$ cat src/shared/ihw_pkg.sv
package ihw_pkg;
	// Halt mode select codes
	localparam logic [1:0] HALT_MODE_PERIPH_IDLE = 2'h3;
	localparam logic [1:0] HALT_MODE_CLOCK_IDLE = 2'h2;
	localparam logic [1:0] HALT_MODE_STOP = 2'h1;
	localparam logic [1:0] HALT_MODE_RESERVED = 2'h0;
	// Priority levels
	localparam logic [2:0] LEVEL_MAX = 3'h7;
	localparam logic [2:0] LEVEL_MIN = 3'h0;
	localparam logic [2:0] MASK_RESET = 3'h7;
	// Vector numbering (vector value = index * 4)
	localparam int NUM_SRC = 8;
	localparam logic [7:0] VEC_SWI_BASE = 8'h00;
	localparam logic [7:0] VEC_ILLEGAL = 8'h08;
	localparam logic [7:0] VEC_NMI = 8'h20;
	localparam logic [7:0] VEC_WAKE0 = 8'h28;
	localparam logic [7:0] VEC_SRC_BASE = 8'h28;
	localparam logic [23:0] VECTOR_BASE = 24'hffff00;
	// Warm-up exponents, in oscillator periods
	localparam int WARM_SHORT_EXP = 15;
	localparam int WARM_LONG_EXP = 17;
	localparam int DOUBLER_EXP = 15;
	localparam int WARM_SHORT_CYC = 2 ** WARM_SHORT_EXP;
	localparam int WARM_LONG_CYC = 2 ** WARM_LONG_EXP;
	localparam int DOUBLER_CYC = 2 ** DOUBLER_EXP;
	localparam int CNT_W = 18;
	// Wishbone register offsets (byte addresses)
	localparam logic [3:0] ADDR_CTRL = 4'h0;
	localparam logic [3:0] ADDR_PRIO = 4'h4;
	localparam logic [3:0] ADDR_STATUS = 4'h8;
	localparam logic [3:0] ADDR_PEND = 4'hc;
	// Control register fields
	localparam int F_HALT_MODE = 0;
	localparam int F_WARM_SEL = 2;
	localparam int F_DRIVE_STOP = 3;
	localparam int F_IDLE_RUN = 4;
	localparam int F_TMR8_RUN = 4;
	localparam int F_TMRA_RUN = 5;
	localparam logic [7:0] CTRL_RESET = 8'h00;
	localparam logic [23:0] PRIO_RESET = 24'h000000;
endpackage

$ cat src/core/ihw_ctrl.sv
module ihw_ctrl
	import ihw_pkg::*;
#(
	parameter int NSRC = ihw_pkg::NUM_SRC,
	parameter int WARM_SHORT = ihw_pkg::WARM_SHORT_CYC,
	parameter int WARM_LONG = ihw_pkg::WARM_LONG_CYC,
	parameter int DOUBLER = ihw_pkg::DOUBLER_CYC
) (
	input wire logic clk_i, // System clock
	input wire logic rst_i, // Sync reset, high
	input wire logic [31:0] wb_adr_i, // Wishbone address
	input wire logic [31:0] wb_dat_i, // Wishbone write data
	output logic [31:0] wb_dat_o, // Wishbone read data
	input wire logic wb_we_i, // Write enable
	input wire logic [3:0] wb_sel_i, // Byte selects
	input wire logic wb_cyc_i, // Cycle
	input wire logic wb_stb_i, // Strobe
	output logic wb_ack_o, // Acknowledge
	input wire logic nmi_pin_i, // Async non-maskable pin
	input wire logic [NSRC-1:0] irq_pin_i, // Async request lines, 0 is wake pin zero
	input wire logic halt_exec_i, // CPU executes halt
	input wire logic set_mask_i, // CPU executes set-mask
	input wire logic [2:0] set_mask_val_i, // Set-mask operand
	input wire logic mask_all_i, // CPU executes mask-all
	input wire logic sw_irq_i, // Software interrupt
	input wire logic [2:0] sw_num_i, // Software interrupt number
	input wire logic illegal_i, // Illegal instruction
	input wire logic vec_read_i, // CPU reads vector, starts acceptance
	input wire logic first_instr_done_i, // First handler instruction done
	input wire logic return_from_interrupt_instruction_i, // Return from interrupt
	input wire logic [2:0] return_from_interrupt_instruction_mask_i, // Mask restored from stack
	output logic irq_req_o, // Acceptable request for CPU
	output logic [2:0] irq_level_o, // Presented level
	output logic [7:0] vector_o, // Vector value
	output logic [23:0] vector_addr_o, // Vector table address
	output logic push_ctx_o, // Push PC and status pulse
	output logic pop_ctx_o, // Restore PC and status pulse
	output logic [2:0] interrupt_mask_level_o, // Current mask
	output logic [7:0] nesting_counter_o, // Nesting depth
	output logic cpu_run_o, // CPU may execute
	output logic sys_clk_en_o, // System clock gate
	output logic osc_en_o, // Oscillator enable
	output logic periph_run_o, // Peripherals run
	output logic pin_drive_en_o, // Output pins enabled
	output logic resume_o // Resume after halt pulse
);
	import ihw_pkg::*;

	typedef enum logic [4:0] {
		IHW_RUN = 5'h01,
		IHW_PIDLE = 5'h02,
		IHW_CIDLE = 5'h04,
		IHW_STOP = 5'h08,
		IHW_WARM = 5'h10
	} ihw_state_t;
	localparam int IW = $clog2(NSRC);

	function automatic logic [2:0] mask_of(input logic [2:0] v);
		mask_of = (v == LEVEL_MIN) ? 3'h1 : v;
	endfunction

	// Two-flop synchronisers
	logic [NSRC:0] sync1_reg, sync2_reg, sync3_reg;
	logic [NSRC:0] sync1_next, sync2_next, sync3_next;
	logic nmi_s, nmi_rise;
	logic [NSRC-1:0] irq_s, irq_rise;
	always_comb begin
		sync1_next = {nmi_pin_i, irq_pin_i};
		sync2_next = sync1_reg;
		sync3_next = sync2_reg;
	end
	always_ff @(posedge clk_i) begin
		if (rst_i) begin
			sync1_reg <= '0;
			sync2_reg <= '0;
			sync3_reg <= '0;
		end else begin
			sync1_reg <= sync1_next;
			sync2_reg <= sync2_next;
			sync3_reg <= sync3_next;
		end
	end
	assign nmi_s = sync2_reg[NSRC];
	assign irq_s = sync2_reg[NSRC-1:0];
	assign nmi_rise = nmi_s & ~sync3_reg[NSRC];
	assign irq_rise = irq_s & ~sync3_reg[NSRC-1:0];

	// Registers
	logic [7:0] ctrl_reg, ctrl_next;
	logic [3*NSRC-1:0] prio_reg, prio_next;
	logic [NSRC-1:0] pend_reg, pend_next;
	logic nmi_pend_reg, nmi_pend_next;
	logic [2:0] mask_reg, mask_next;
	logic [7:0] nest_reg, nest_next;
	logic accepting_reg, accepting_next;
	logic ack_reg, ack_next;
	logic [31:0] rdat_reg, rdat_next;
	ihw_state_t state_reg, state_next;
	logic [CNT_W-1:0] cnt_reg, cnt_next;
	logic phase_reg, phase_next;
	logic req_reg, req_next;
	logic [2:0] lvl_reg, lvl_next;
	logic [7:0] vec_reg, vec_next;
	logic [23:0] vaddr_reg, vaddr_next;
	logic push_reg, push_next, pop_reg, pop_next, resume_reg, resume_next;
	logic run_reg, run_next, clk_reg, clk_next, osc_reg, osc_next;
	logic per_reg, per_next, drv_reg, drv_next;

	logic found;
	logic [2:0] res_level;
	logic [IW-1:0] res_idx;
	ihw_prio_resolve #(.N(NSRC)) u_resolve (
		.pend_i(pend_reg),
		.level_i(prio_reg),
		.found_o(found),
		.level_o(res_level),
		.idx_o(res_idx)
	);

	logic wb_req, wb_wr, wr_ctrl, wr_prio, wr_pend;
	logic mask_ok, wake_any, stop_wake, take;
	logic [2:0] acc_level;
	assign wb_req = wb_cyc_i & wb_stb_i & ~ack_reg;
	// Writes land on the edge at which the master sees ack
	assign wb_wr = wb_cyc_i & wb_stb_i & wb_we_i & ack_reg;
	assign wr_ctrl = wb_wr & wb_sel_i[0] & (wb_adr_i[3:0] == ADDR_CTRL);
	assign wr_prio = wb_wr & (wb_adr_i[3:0] == ADDR_PRIO);
	assign wr_pend = wb_wr & wb_sel_i[0] & (wb_adr_i[3:0] == ADDR_PEND);
	assign mask_ok = found && res_level >= mask_reg;
	// Requests are not taken while an acceptance is in progress
	assign take = ~accepting_reg & (nmi_pend_reg | mask_ok);
	assign wake_any = nmi_pend_reg | mask_ok | pend_reg[0];
	assign stop_wake = nmi_pend_reg | pend_reg[0];
	assign acc_level = nmi_pend_reg ? LEVEL_MAX : res_level;

	// Register file and interrupt flags
	always_comb begin
		ctrl_next = ctrl_reg;
		prio_next = prio_reg;
		pend_next = pend_reg;
		nmi_pend_next = nmi_pend_reg;
		ack_next = wb_req;
		rdat_next = rdat_reg;
		if (wr_ctrl)
			ctrl_next = wb_dat_i[7:0];
		for (int b = 0; b < 3; b++) begin
			if (wr_prio && wb_sel_i[b])
				prio_next[8*b +: 8] = wb_dat_i[8*b +: 8];
		end
		if (wr_pend) begin
			pend_next = pend_reg & ~wb_dat_i[NSRC-1:0];
			nmi_pend_next = nmi_pend_reg & ~wb_dat_i[NSRC];
		end
		if (vec_read_i && !accepting_reg) begin
			if (nmi_pend_reg)
				nmi_pend_next = 1'b0;
			else if (mask_ok)
				pend_next[res_idx] = 1'b0;
		end
		// Set beats clear
		pend_next = pend_next | irq_rise;
		nmi_pend_next = nmi_pend_next | nmi_rise;
		if (state_reg == IHW_PIDLE && |irq_rise[NSRC-1:5]) begin
			ctrl_next[F_TMR8_RUN] = 1'b1;
			ctrl_next[F_TMRA_RUN] = 1'b1;
		end
		if (wb_req && !wb_we_i) begin
			case (wb_adr_i[3:0])
				ADDR_CTRL: rdat_next = {24'h000000, ctrl_reg};
				ADDR_PRIO: rdat_next = {8'h00, prio_reg};
				ADDR_STATUS: rdat_next = {16'h0000, nest_reg, 3'h0, state_reg};
				ADDR_PEND: rdat_next = {23'h000000, nmi_pend_reg, pend_reg};
				default: rdat_next = 32'h00000000;
			endcase
		end
	end

	// Mask, nesting and acceptance
	always_comb begin
		mask_next = mask_reg;
		nest_next = nest_reg;
		accepting_next = accepting_reg;
		push_next = 1'b0;
		pop_next = 1'b0;
		vec_next = vec_reg;
		if (set_mask_i)
			mask_next = mask_of(set_mask_val_i);
		if (mask_all_i)
			mask_next = LEVEL_MAX;
		if (first_instr_done_i)
			accepting_next = 1'b0;
		if (return_from_interrupt_instruction_i) begin
			mask_next = return_from_interrupt_instruction_mask_i;
			nest_next = nest_reg - 8'h01;
			pop_next = 1'b1;
		end else if ((sw_irq_i || illegal_i) && !accepting_reg) begin
			nest_next = nest_reg + 8'h01;
			push_next = 1'b1;
			accepting_next = 1'b1;
			vec_next = illegal_i ? VEC_ILLEGAL : VEC_SWI_BASE + {3'h0, sw_num_i, 2'h0};
		end else if (vec_read_i && take) begin
			mask_next = (acc_level == LEVEL_MAX) ? LEVEL_MAX : acc_level + 3'h1;
			nest_next = nest_reg + 8'h01;
			push_next = 1'b1;
			accepting_next = 1'b1;
			vec_next = nmi_pend_reg ? VEC_NMI : VEC_SRC_BASE + (8'(res_idx) << 2);
		end
	end

	// Standby controller
	always_comb begin
		state_next = state_reg;
		cnt_next = cnt_reg;
		phase_next = phase_reg;
		resume_next = 1'b0;
		case (state_reg)
			IHW_RUN: begin
				if (halt_exec_i) begin
					case (ctrl_reg[F_HALT_MODE +: 2])
						HALT_MODE_PERIPH_IDLE: state_next = IHW_PIDLE;
						HALT_MODE_CLOCK_IDLE: state_next = IHW_CIDLE;
						HALT_MODE_STOP: state_next = IHW_STOP;
						default: state_next = IHW_RUN;
					endcase
				end
			end
			IHW_PIDLE: begin
				if (wake_any) begin
					state_next = IHW_RUN;
					resume_next = 1'b1;
				end
			end
			IHW_CIDLE, IHW_STOP: begin
				if ((state_reg == IHW_CIDLE) ? wake_any : stop_wake) begin
					state_next = IHW_WARM;
					cnt_next = CNT_W'(ctrl_reg[F_WARM_SEL] ? WARM_LONG - 1 : WARM_SHORT - 1);
					phase_next = (state_reg == IHW_STOP);
				end
			end
			IHW_WARM: begin
				if (cnt_reg != '0)
					cnt_next = cnt_reg - 1'b1;
				else if (phase_reg) begin
					phase_next = 1'b0;
					cnt_next = CNT_W'(DOUBLER - 1);
				end else begin
					state_next = IHW_RUN;
					resume_next = 1'b1;
				end
			end
			default: state_next = IHW_RUN;
		endcase
	end

	// Outputs
	always_comb begin
		run_next = (state_next == IHW_RUN);
		clk_next = (state_next == IHW_RUN) || (state_next == IHW_PIDLE);
		osc_next = (state_next != IHW_STOP) && !(state_next == IHW_WARM && phase_next);
		per_next = (state_next == IHW_RUN) ||
			(state_next == IHW_PIDLE && |ctrl_next[F_IDLE_RUN +: 4]);
		drv_next = (state_next != IHW_STOP) || ctrl_reg[F_DRIVE_STOP];
		req_next = take && state_reg == IHW_RUN;
		lvl_next = nmi_pend_reg ? LEVEL_MAX : (found ? res_level : LEVEL_MIN);
		vaddr_next = VECTOR_BASE + {16'h0000, vec_next};
	end

	always_ff @(posedge clk_i) begin
		if (rst_i) begin
			ctrl_reg <= CTRL_RESET;
			prio_reg <= PRIO_RESET;
			pend_reg <= '0;
			nmi_pend_reg <= 1'b0;
			mask_reg <= MASK_RESET;
			nest_reg <= 8'h00;
			accepting_reg <= 1'b0;
			ack_reg <= 1'b0;
			rdat_reg <= 32'h00000000;
			state_reg <= IHW_RUN;
			cnt_reg <= '0;
			phase_reg <= 1'b0;
			req_reg <= 1'b0;
			lvl_reg <= 3'h0;
			vec_reg <= 8'h00;
			vaddr_reg <= VECTOR_BASE;
			push_reg <= 1'b0;
			pop_reg <= 1'b0;
			resume_reg <= 1'b0;
			run_reg <= 1'b1;
			clk_reg <= 1'b1;
			osc_reg <= 1'b1;
			per_reg <= 1'b1;
			drv_reg <= 1'b1;
		end else begin
			ctrl_reg <= ctrl_next;
			prio_reg <= prio_next;
			pend_reg <= pend_next;
			nmi_pend_reg <= nmi_pend_next;
			mask_reg <= mask_next;
			nest_reg <= nest_next;
			accepting_reg <= accepting_next;
			ack_reg <= ack_next;
			rdat_reg <= rdat_next;
			state_reg <= state_next;
			cnt_reg <= cnt_next;
			phase_reg <= phase_next;
			req_reg <= req_next;
			lvl_reg <= lvl_next;
			vec_reg <= vec_next;
			vaddr_reg <= vaddr_next;
			push_reg <= push_next;
			pop_reg <= pop_next;
			resume_reg <= resume_next;
			run_reg <= run_next;
			clk_reg <= clk_next;
			osc_reg <= osc_next;
			per_reg <= per_next;
			drv_reg <= drv_next;
		end
	end

	assign wb_ack_o = ack_reg;
	assign wb_dat_o = rdat_reg;
	assign irq_req_o = req_reg;
	assign irq_level_o = lvl_reg;
	assign vector_o = vec_reg;
	assign vector_addr_o = vaddr_reg;
	assign push_ctx_o = push_reg;
	assign pop_ctx_o = pop_reg;
	assign interrupt_mask_level_o = mask_reg;
	assign nesting_counter_o = nest_reg;
	assign cpu_run_o = run_reg;
	assign sys_clk_en_o = clk_reg;
	assign osc_en_o = osc_reg;
	assign periph_run_o = per_reg;
	assign pin_drive_en_o = drv_reg;
	assign resume_o = resume_reg;

	property p_reset_mask;
		@(posedge clk_i) $fell(rst_i) |-> interrupt_mask_level_o == 3'h7;
	endproperty
	a_reset_mask: assert property (p_reset_mask) else $error("mask not 7 after reset");
	property p_mask_all;
		@(posedge clk_i) disable iff (rst_i) mask_all_i && !return_from_interrupt_instruction_i && !vec_read_i |=> mask_reg == 3'h7;
	endproperty
	a_mask_all: assert property (p_mask_all) else $error("mask-all failed");
	property p_set_zero;
		@(posedge clk_i) disable iff (rst_i)
			set_mask_i && set_mask_val_i == 3'h0 && !mask_all_i && !return_from_interrupt_instruction_i && !vec_read_i
			|=> mask_reg == 3'h1;
	endproperty
	a_set_zero: assert property (p_set_zero) else $error("set-mask 0 not 1");
	property p_stop_osc;
		@(posedge clk_i) disable iff (rst_i) state_reg == IHW_STOP |-> !osc_en_o && !sys_clk_en_o;
	endproperty
	a_stop_osc: assert property (p_stop_osc) else $error("oscillator runs in stop");
	property p_stop_exit;
		@(posedge clk_i) disable iff (rst_i)
			state_reg == IHW_STOP && !stop_wake && !rst_i |=> state_reg == IHW_STOP;
	endproperty
	a_stop_exit: assert property (p_stop_exit) else $error("stop left without wake");
	property p_cidle_clk;
		@(posedge clk_i) disable iff (rst_i) state_reg == IHW_CIDLE |-> osc_en_o && !sys_clk_en_o;
	endproperty
	a_cidle_clk: assert property (p_cidle_clk) else $error("clock idle gating wrong");
	property p_drive;
		@(posedge clk_i) disable iff (rst_i)
			state_reg == IHW_STOP |-> pin_drive_en_o == ctrl_reg[F_DRIVE_STOP];
	endproperty
	a_drive: assert property (p_drive) else $error("stop pin drive wrong");
	property p_warm_hold;
		@(posedge clk_i) disable iff (rst_i)
			state_reg == IHW_WARM && cnt_reg != '0 && !rst_i |=> state_reg == IHW_WARM && !cpu_run_o;
	endproperty
	a_warm_hold: assert property (p_warm_hold) else $error("warm-up cut short");
	property p_return_from_interrupt_instruction;
		@(posedge clk_i) disable iff (rst_i) return_from_interrupt_instruction_i |=> nest_reg == $past(nest_reg) - 8'h01;
	endproperty
	a_return_from_interrupt_instruction: assert property (p_return_from_interrupt_instruction) else $error("nesting not decremented");
	c_stop: cover property (@(posedge clk_i) state_reg == IHW_STOP ##1 state_reg == IHW_WARM);
	c_pidle: cover property (@(posedge clk_i) state_reg == IHW_PIDLE ##1 state_reg == IHW_RUN);
	c_accept: cover property (@(posedge clk_i) push_ctx_o && !accepting_reg);
	c_return_from_interrupt_instruction: cover property (@(posedge clk_i) pop_ctx_o);
endmodule // ihw_ctrl

$ cat src/core/ihw_prio_resolve.sv
// Highest-level pending request; among equals the lowest index wins
module ihw_prio_resolve
	import ihw_pkg::*;
#(
	parameter int N = 8
) (
	input wire logic [N-1:0] pend_i, // Pending flags
	input wire logic [3*N-1:0] level_i, // Level per source
	output logic found_o, // A usable request exists
	output logic [2:0] level_o, // Winning level
	output logic [$clog2(N)-1:0] idx_o // Winning source
);
	always_comb begin
		found_o = 1'b0;
		level_o = LEVEL_MIN;
		idx_o = '0;
		for (int i = 0; i < N; i++) begin
			// Levels 0 and 7 never request; strict compare keeps lowest index
			if (pend_i[i] && level_i[3*i +: 3] != LEVEL_MIN && level_i[3*i +: 3] != LEVEL_MAX
				&& (!found_o || level_i[3*i +: 3] > level_o)) begin
				found_o = 1'b1;
				level_o = level_i[3*i +: 3];
				idx_o = ($clog2(N))'(i);
			end
		end
	end
endmodule // ihw_prio_resolve

$ cat config.mk
export PLATFORM = sky130hd
export DESIGN_NAME = ihw_ctrl
export DESIGN_NICKNAME = d
export VERILOG_FILES = /design/src/shared/ihw_pkg.sv /design/src/core/ihw_ctrl.sv /design/src/core/ihw_prio_resolve.sv
export SDC_FILE = /design/constraint.sdc
export NUM_CORES = 1
export LEC_CHECK = 0
export ABC_AREA = 1
export BUFFER_PORTS_ARGS = -buffer_cell sky130_fd_sc_hd__buf_4
export CAP_MARGIN = 20
export CORE_UTILIZATION = 53
export DETAILED_ROUTE_END_ITERATION = 6
export PLACE_DENSITY = 0.85
export SLEW_MARGIN = 20
export SYNTH_ARGS = -nofsm -noshare
export SYNTH_HDL_FRONTEND = slang
export SYNTH_HIERARCHICAL = 1
export SYNTH_SLANG_ARGS = --single-unit
export TNS_END_PERCENT = 10
$ cat constraint.sdc
create_clock -name clk_i -period 12.1 [get_ports clk_i]
set_input_delay 0.605 -clock clk_i [delete_from_list [all_inputs] [get_ports clk_i]]
set_output_delay 0.605 -clock clk_i [all_outputs]
set_load 0.02 [all_outputs]
Word level (Yosys, flattened, before mapping). Index checks and enable logic that the tools add are counted.

Flip-flop bits (word level): 181. Latch bits: 0. Memory bits (writable): 0. ROM bits: 0. Bits of input ports: 99. Output and inout bits: 88. Word-level logic and storage cells: 254. Memories kept: 0.

Add/subtract/negate cells: 6. $mul: 0. Divide/modulo/power cells: 0. $lt $le $gt $ge: 10. Equal/unequal tests: 26. Shift operators: 0. Multiplexer cells: 80. Bitwise logic cells: 26. Reduce and logical (&&, ||, !) cells: 76.

Operators by type and width (count): $pmux W24 S4 (1); $mux W8 (11); $mux W3 (22); $mux W18 (3); $logic_and A1 B1 Y1 (37); $pmux W18 S2 (1); $mux W5 (6); $ne A3 B3 Y1 const B (9); $reduce_bool A3 Y1 (9); $mux W1 (26); $and A8 B8 Y8 (3); $not A8 Y8 (3); $gt A3 B3 Y1 (7); $pmux W5 S4 (1); $reduce_bool A18 Y1 (1); $sub A18 B1 Y18 const B (1); $mux W17 (1); $pmux W4 S3 (1); $and A1 B1 Y1 (11); $logic_or A1 B1 Y1 (11); $add A9 B9 Y10 const A (1); $eq A5 B1 Y1 const B (2); $eq A5 B2 Y1 const B (2); $eq A5 B5 Y1 const B (2); 31 further kinds (52).

Logic depth before layout (Yosys ltp). Gate-level depths: netlist of the first run.

Depth after elaboration: 43. Gate-level depth with buffers: 81. Mapped depth without buffers: 81.

Modules after synthesis. Netlist of the first run, hierarchy kept.

Modules (own cells, without submodules): ihw_ctrl (instances 1, cells each 985, area each 7141.8 um^2); ihw_prio_resolve (instances 1, cells each 214, area each 1247.4 um^2).

Worst setup path before layout of the first run. Ideal clock, no wire load.

Kind: flip-flop to flip-flop. Start: register prio_reg[1]. End: register cnt_reg[13]. Library setup time: 0.066 ns. Arrival time: 8.470 ns. Required time: 12.034 ns. Path slack: 3.564 ns. Cell stages (with the launch flop): 78. Path buffers: 2. Clock period less this slack: 8.536 ns. Cell sequence: dfxtp_1 -> inv_1 -> nand3_2 -> nand3_4 -> nor2_1 -> inv_1 -> ha_1 -> a21oi_1 -> nand2_1 -> nand2_1 -> nand2_2 -> nand2_2 -> nand2_1 -> and2_1 -> ha_1 -> a21oi_1 -> o21ai_0 -> nand2_1 -> (+42 left out) -> a21oi_1 -> o21ai_0 -> nand2_1 -> nand2_4 -> nand2_4 -> clkinv_2 -> nand2_1 -> nand2_1 -> ha_1 -> a21oi_1 -> nand2_1 -> nand2_2 -> nand2_1 -> nand3_1 -> buf_6 -> buf_6 -> nand3_1 -> a21oi_2.

Word-level cells in the longest chain between the ends: 39. Elaborated cells between the ends (all ways): 55.

Ends and longest elaborated chain: start: declaration (RTL line ihw_ctrl.sv:90) `logic [3*NSRC-1:0] prio_reg, prio_next;`; start signal: assignment (RTL line ihw_ctrl.sv:296) `prio_reg <= prio_next;`; $reduce_bool A3 Y1 (RTL line ihw_prio_resolve.sv:19) `if (pend_i[i] && level_i[3*i +: 3] != LEVEL_MIN && level_i[3*i +: 3] != LEVEL_MAX`; $logic_and A1 B1 Y1 (2 in a row) (RTL line ihw_prio_resolve.sv:19); $mux W3 or $mux W1 (tied branches) (RTL line ihw_prio_resolve.sv:19); $gt A3 B3 Y1 or $logic_not A1 Y1 (tied branches) (RTL line ihw_prio_resolve.sv:20) `&& (!found_o || level_i[3*i +: 3] > level_o)) begin`; $logic_or A1 B1 Y1 (RTL line ihw_prio_resolve.sv:20); $logic_and A1 B1 Y1 (RTL line ihw_prio_resolve.sv:20); $mux W3 or $mux W1 (tied branches) (RTL line ihw_prio_resolve.sv:19); $gt A3 B3 Y1 or $logic_not A1 Y1 (tied branches) (RTL line ihw_prio_resolve.sv:20); (+22 left out); $mux W3 (*) (RTL line ihw_prio_resolve.sv:19); named net res_level[2] (RTL line ihw_ctrl.sv:110) `logic [2:0] res_level;`; $ge A3 B3 Y1 (*) (RTL line ihw_ctrl.sv:129) `assign mask_ok = found && res_level >= mask_reg;`; $logic_and A1 B1 Y1 (*) (RTL line ihw_ctrl.sv:129); $or A1 B1 Y1 (*) (2 in a row) (RTL line ihw_ctrl.sv:132) `assign wake_any = nmi_pend_reg | mask_ok | pend_reg[0];`; $mux W1 (*) (RTL line ihw_ctrl.sv:234) `if ((state_reg == IHW_CIDLE) ? wake_any : stop_wake) begin`; $ne A2 B2 Y1 (no source line) (*); $reduce_and A3 Y1 (no source line) (*); end signal: assignment (RTL line ihw_ctrl.sv:305) `cnt_reg <= cnt_next;`; end: declaration (RTL line ihw_ctrl.sv:99) `logic [CNT_W-1:0] cnt_reg, cnt_next;`.

The timed path passes the listed nets; every way through them passes the cells marked *. A chain may end at the register's enable or synchronous reset.

Final worst setup path of the first run.
Start: register prio_reg[1]. End: register cnt_reg[15].

Same word-level chain as after synthesis.

==> results of run 1 <==
==> power by group through the flow <==
stage          logic [mW]  registers, mW  clock network (mW)
2_1_floorplan       0.102          0.534                   0
3_3_place_gp        0.161          0.526                   0
3_5_place_dp        0.165          0.526                   0
4_1_cts             0.165          0.516               0.547
5_1_grt             0.182          0.518               0.571
6_report            0.166          0.516               0.542
==> metal layers <==
metal,wire length (µm),share of wire (%)
met1,9231,42
met2,10380,47
met3,1647,7.5
met4,699,3.2
met5,0,0
==> final timing paths <==
| check | from | endpoint | slack [ps] | cells past startpoint |
|---|---|---|---|---|
| max | prio_reg[1] | cnt_reg[15] | 1430 | 79 |
| min | irq_pin_i[2] | sync1_reg[2] | 380 | 3 |
| max reg2reg | prio_reg[1] | cnt_reg[15] | 1430 | 79 |
| min reg2reg | sync1_reg[3] | sync2_reg[3] | 400 | 2 |
==> layout make-up <==
type | instances | area [µm²] | area share [%]
Inverter | 166 | 626.9 | 6.385
Clock buffer | 20 | 456.7 | 4.651
Clock inverter | 12 | 155.1 | 1.580
Tap cell | 211 | 264.0 | 2.689
Sequential cell | 146 | 2923 | 29.77
Multi-Input combinational cell | 848 | 4477 | 45.60
Timing Repair Buffer | 122 | 915.9 | 9.328
==> critical path: cells and delay by family (launching register included) <==
kind	cells	cell delay, ps
buf+inv	9	730
simple gates	50	5610
compound gates	12	1400
flops	1	360
fa+ha+maj	8	2450
==> synth_stat cells, drive strengths merged <==
| cell type | instances | share of area [%] |
|---|---|---|
| o221ai | 2 | 0.21 |
| a31o | 1 | 0.10 |
| xnor2 | 4 | 0.42 |
| nand2 | 243 | 12 |
| dfxtp | 146 | 35 |
| a21boi | 1 | 0.090 |
| inv | 165 | 7.4 |
| o21ai | 72 | 4.3 |
| nor2 | 138 | 6.8 |
| a22oi | 8 | 0.72 |
| nor3 | 16 | 1.2 |
| a21oi | 104 | 6.3 |
| fa | 1 | 0.24 |
| o22ai | 14 | 1.0 |
| o32ai | 1 | 0.10 |
| ha | 37 | 5.5 |
| a32oi | 2 | 0.21 |
| clkbuf | 21 | 1.2 |
| conb | 2 | 0.090 |
| o31ai | 3 | 0.27 |
| nand4 | 19 | 1.6 |
| clkinv | 1 | 0.060 |
| and2 | 9 | 0.67 |
| o2111ai | 1 | 0.10 |
| nand3b | 2 | 0.18 |
| buf | 46 | 4.4 |
| a31oi | 1 | 0.075 |
| o21bai | 1 | 0.090 |
| xor2 | 7 | 0.73 |
| nor3b | 2 | 0.24 |
| or2 | 5 | 0.40 |
| a21o | 1 | 0.090 |
| nand3 | 122 | 8.6 |
| o21a | 1 | 0.090 |
==> kinds of logic after synthesis <==
kind of cell,count (synthesis),share of synthesized area (%)
AO/OA/AOI/OAI,213,13.87
buffers and inverters,233,13.05
adder cells (fa/ha/maj),38,5.757
AND/OR/NAND/NOR,556,31.25
flip-flops,146,34.84
XOR/XNOR,11,1.148
other,2,0.08952
==> results.txt, run 1 <==
----------------------------------------------------
[Clock network]
  TritonCTS Sinks ... about 150
  Number of clock buffers inserted by TritonCTS ... 17
  Clock Tree Buf Depth ... 2
  Post-CTS Resized ... 0
  Clock tree from TritonCTS ... yes
  Clock tree root buffer cell ... sky130_fd_sc_hd__clkbuf_16
  Hold Buf Count CTS ... 0
  Skew-Pair Late Insertion Delay ... between 400 and 500 ps
  Clock edge transition at the registers on the reported setup and hold paths ... 60 ps
  Number of H-tree levels ... 4
  Post-CTS setup-driven buffer insertion count ... 0

[Routing]
  DRC Markers ... 0
  ANT nets after route ... 0
  Final Routed Wirelength ... roughly 22000 µm
  DR iter-0 viols ... approximately 700
  Wire length per cell ... around 14 µm
  First-pass DRT Iterations ... 5
  Post-DR vias/cell ... ~5.4
  Via count ... 8216

[Floorplanning]
  # IOs ... between 150 and 200
  Die area ... between 15000 and 20000 µm²
  Effective utilization at floorplan ... a little over half
  DIE WIDTH ... approximately 130 µm
  Row count ... between 40 and 50
  Core area ... 15310 µm²
  Vertical die dimension ... 127.8 µm

[Layout]
  Fraction of the core area covered by cells at the end of the flow ... approximately 64%
  Share of layout cells above drive strength 1 ... between 15 and 20%
  Nets ... approximately 1400
  Leading cell type in the layout, fill and taps excluded ... sky130_fd_sc_hd__nand2_1
  Fill cell count ... between 1000 and 1500
  Non-filler instance count after layout ... 1525
  Top library cells by usage in the layout, fill and taps aside ... sky130_fd_sc_hd__nand2_1, sky130_fd_sc_hd__inv_1, sky130_fd_sc_hd__dfxtp_1
  Non-Filler Cell Area, Final ... 9818 µm²
  Antenna Diode Count ... 0
  Synth-to-layout area growth ... 17.03%

[STA]
  Total negative setup slack ... 0 ps
  Max frequency ... between 90 and 100 MHz
  Transition time at the pin with the least slew margin ... around 890 ps
  Period minus WS final ... roughly 11000 ps
  Max Slew Vio Count ... 0
  Relative slew slack ... 40.42%
  Final worst hold slack ... approximately 380 ps
  Final setup vio count ... 0
  Unrepaired setup endpoints after global routing ... false
  Slack of the critical path ... between 1000 and 1500 ps
  Final critical-path share of the clock period ... between 80% and 90%
  Clk_skew ... roughly 7.1 ps
  Final hold vios ... 0

[Placed design]
  Placer's final routability congestion estimate ... slightly below 1
  Number of cells after detailed placement ... around 1500
  Cell area reported after detailed placement ... between 9000 and 10000 µm²
  Detail Placement HPWL ... 16170 µm
  Post-Place Setup Slack ... between 1500 and 2000 ps
  Number of I/O port buffers ... 119

[Power and ir drop]
  Cell internal power dissipation ... between 800 and 900 µW
  Share of power burned in registers ... 42.2%
  Reported net switching power ... approximately 330 µW
  Net Sw Frac ... between 20% and 30%
  Power per unit of standard cell area ... 124.7 nW/µm²
  Clock network fraction of design power ... 44.3%
  LEAKAGE ... around 4.6 nW
  Power share of the combinational group ... between 10% and 20%
  Power Total ... 1.225 mW
  Worst IR drop on VDD ... around 0.11 mV

[GRT]
  GR Util All Layers ... a little over a quarter
  Met3 GRT Util ... ~6.4%
  Global-route wire length before repair ... around 35000 µm
  Grt ovf ... 0
  GR Layer Usage met1 ... 32.99%
  Largest net degree at the start of global routing ... a little under 60
  Grt peak-use layer ... met2
  Met2 track demand over resource in global routing ... between 40% and 50%
  Number of antenna violations at the first check in global routing ... 0
  Vias in the first global route ... about 7300

[Critical path]
  Cell with the biggest individual delay on the critical path ... sky130_fd_sc_hd__nand3_1
  Worst Path Required ... around 12000 ps
  CP arrival ... about 11000 ps
  Largest stage delay, worst path ... roughly 640 ps
  Critical path startpoint category ... register
  Maximum fanout along the worst path ... 20
  Most used cell along the critical path ... sky130_fd_sc_hd__nand2_1
  Crit end category ... register
  Startpoint-to-endpoint class of the critical path ... reg -> reg

[Yosys]
  Total number of yosys warnings ... 6
  Total of flip-flops plus latches after synthesis ... about 150
  Post-Synthesis Mean Instance Area ... 6.997 µm²
  Post-synthesis cell count ... about 1200
  Sequential-to-total area share from yosys stat ... about a third
  Post-Syn Area ... about 8400 µm²
  Count of cell types in the netlist ... 55

[Outcome]
  Status ... finished clean

[Job]
  Reported max-cap violation count ... 0

[Hold path]
  Hold Crit Class ... in -> reg

----------------------------------------------------
(Power assumes the default switching activity.)
==> run 2: changes to the inputs <==
- MAX_ROUTING_LAYER: default -> met4
- REMOVE_ABC_BUFFERS: default -> 1
==> run 2 against run 1 <==
Compared with the run above: die area unchanged; global-route usage up 1.4 points; worst hold slack worse by 5.5 ps; utilization up 0.45 points; non-clock buffer count down 1; register-to-register slack worse by 210 ps; first-iteration DRC count down 7.4%; flip-flop and latch count unchanged; wire length down 0.10%; sequential power about the same; count of clock-buffer cells in the layout down 2.
==> results.txt, run 2 (synthesized netlist as in run 1, its figures left out) <==
----------------------------------------------------
[Outcome]
  Status ... finished clean

[Critical path]
  CP arrival ... 11210 ps (+220 ps)
  Critical path startpoint category ... register
  Cell with the biggest individual delay on the critical path ... sky130_fd_sc_hd__nand3_1
  Largest stage delay, worst path ... 630 ps (about the same)
  Critical register-to-register path startpoint ... prio_reg[1]
  Start point of the critical path ... prio_reg[1]
  Startpoint-to-endpoint class of the critical path ... reg -> reg
  Most used cell along the critical path ... sky130_fd_sc_hd__nand2_1
  Crit end category ... register
  R2R cell count ... 78 (-1.3%)
  Worst Path Required ... 12430 ps (about the same)
  Flop-to-flop setup slack ... 1220 ps (-210 ps)
  End of the worst register-to-register path ... cnt_reg[15]
  Maximum fanout along the worst path ... 20 (unchanged)
  CP Capture Point ... cnt_reg[15]

[Clock network]
  Clock Tree Buf Depth ... 2 (unchanged)
  Number of H-tree levels ... 4 (unchanged)
  Hold Buf Count CTS ... 0 (unchanged)
  TritonCTS Sinks ... 146 (unchanged)
  Number of clock buffers inserted by TritonCTS ... 17 (unchanged)
  Post-CTS Resized ... 0 (unchanged)
  Clock edge transition at the registers on the reported setup and hold paths ... 60 ps (about the same)
  Skew-Pair Late Insertion Delay ... 440 ps (about the same)
  Clock tree from TritonCTS ... yes
  Post-CTS setup-driven buffer insertion count ... 0 (unchanged)
  Clock tree root buffer cell ... sky130_fd_sc_hd__clkbuf_16

[GRT]
  Met3 GRT Util ... 6.135% (-0.29 points)
  GR Layer Usage met1 ... 34.54% (+1.6 points)
  Grt ovf ... 0 (unchanged)
  Grt peak-use layer ... met2
  Global-route wire length before repair ... 35370 µm (+2.3%)
  Vias in the first global route ... 7400 (+0.76%)
  Met2 track demand over resource in global routing ... 44.73% (-0.48 points)
  Largest net degree at the start of global routing ... 93 (+58%)
  GR Util All Layers ... 28.34% (+1.4 points)
  Number of antenna violations at the first check in global routing ... 0 (unchanged)

[Layout]
  Synth-to-layout area growth ... 17.85%
  Top library cells by usage in the layout, fill and taps aside ... sky130_fd_sc_hd__nand2_1, sky130_fd_sc_hd__inv_1, sky130_fd_sc_hd__dfxtp_1
  Nets ... 1437 (-0.070%)
  Share of layout cells above drive strength 1 ... 17.29% (-0.063 points)
  Antenna Diode Count ... 0 (unchanged)
  Non-filler instance count after layout ... 1524 (-0.066%)
  Fill cell count ... 1382 (+1.8%)
  Sequential cell area ... 2923 µm² (unchanged)
  Non-Filler Cell Area, Final ... 9887 µm² (+0.70%)
  Area taken by multi-input logic gates ... 4477 µm² (unchanged)
  Leading cell type in the layout, fill and taps excluded ... sky130_fd_sc_hd__nand2_1

[Routing]
  Post-DR vias/cell ... 5.383 (about the same)
  DR iter-0 viols ... 636 (-7.4%)
  Wire length per cell ... 14.39 µm (about the same)
  ANT nets after route ... 0 (unchanged)
  Via count ... 8204 (-0.15%)
  DRC Markers ... 0 (unchanged)
  First-pass DRT Iterations ... 5 (unchanged)
  Final Routed Wirelength ... 21940 µm (-0.10%)

[STA]
  Final setup vio count ... 0 (unchanged)
  Max Slew Vio Count ... 0 (unchanged)
  Transition time at the pin with the least slew margin ... 999.7 ps (+108.5 ps)
  Unrepaired setup endpoints after global routing ... false
  Clk_skew ... 11.84 ps (+4.759 ps)
  Period minus WS final ... 10880 ps (+212.9 ps)
  Final critical-path share of the clock period ... 89.96% (+1.8 points)
  Max frequency ... 91.87 MHz (-2.0%)
  Final hold vios ... 0 (unchanged)
  Relative slew slack ... 33.35% (-7.1 points)
  Total negative setup slack ... 0 ps (unchanged)

[Power and ir drop]
  Worst IR drop on VDD ... 0.1176 mV (+12%)
  Power per unit of standard cell area ... 131.7 nW/µm² (+5.6%)
  LEAKAGE ... 4.595 nW (+0.72%)

[Placed design]
  Cell area reported after detailed placement ... 9199 µm² (about the same)
  Number of cells after detailed placement ... 1492 (-0.067%)
  Number of I/O port buffers ... 119 (unchanged)
  Placer's final routability congestion estimate ... 0.9601 (-0.22%)
  Detail Placement HPWL ... 15710 µm (-2.8%)

[Floorplanning]
  DIE WIDTH ... 127.8 µm (unchanged)
  Vertical die dimension ... 127.8 µm (unchanged)
  Row count ... 45 (unchanged)
  Die area ... 16340 µm² (unchanged)
  Core area ... 15310 µm² (unchanged)
  # IOs ... 187 (unchanged)
  Effective utilization at floorplan ... 54.78% (unchanged)

[Job]
  Reported max-cap violation count ... 0 (unchanged)

[Hold path]
  Hold Crit Class ... in -> reg

----------------------------------------------------
## run 2: cell count changes in the layout (fill, tap and decap cells not counted), sizes merged
cell / delta
clkbuf: -2
bufinv: +4
clkinvlp: -1
inv: -1
buf: -1
## run 2: metal layers
metal / routed length (µm) / part of all wire (%)
met5: 0 / 0
met1: 9554 / 44
met4: 731 / 3.3
met3: 1613 / 7.4
met2: 10040 / 46
## run 2: worst min-delay path by stage
stage            startpoint            to  slack [ps]  cells past startpoint
2_1_floorplan  sync1_reg[0]  sync2_reg[0]         390                      2
3_3_place_gp   sync1_reg[4]  sync2_reg[4]         390                      2
3_5_place_dp   sync1_reg[6]  sync2_reg[6]         400                      2
4_1_cts        irq_pin_i[3]  sync1_reg[3]         360                      3
5_1_grt        irq_pin_i[0]  sync1_reg[0]         380                      3
6_report       irq_pin_i[0]  sync1_reg[0]         370                      3
## run 2: stage by stage
stage,setup slack (ps),hold WS (ps),util [%],total power [mW]
3_3_place_gp,1855,391.5,60.07,0.6889
6_report,1215,374.9,64.56,1.302
5_1_grt,330.1,376.6,64.56,1.347
2_1_floorplan,3121,388.3,-,0.6216
4_1_cts,1391,363.8,64.56,1.307
3_5_place_dp,1548,403.9,60.07,0.6920
## run 2: power breakdown
part	internal (mW)	total [mW]	leakage, nW	switching, mW
sequential	0.499	0.517	1.19	0.0181
clock	0.407	0.619	0.334	0.212
combinational	0.0634	0.166	3.07	0.103
total	0.969	1.30	4.60	0.333
## run 2: final cells by class
class	count	share of cell area, %
multi-input combinational	848	45.28
sequential	146	29.56
timing repair buffer	121	9.188
inverter	166	6.340
clock buffer	18	4.341
tap	211	2.670
clock inverter	14	2.620
## run 2: critical path: cells and delay by family (launching register included)
kind / cells / cell delay (ps)
simple gates: 51 / 5850
fa+ha+maj: 8 / 2480
compound gates: 11 / 1420
buf+inv: 8 / 670
flops: 1 / 360
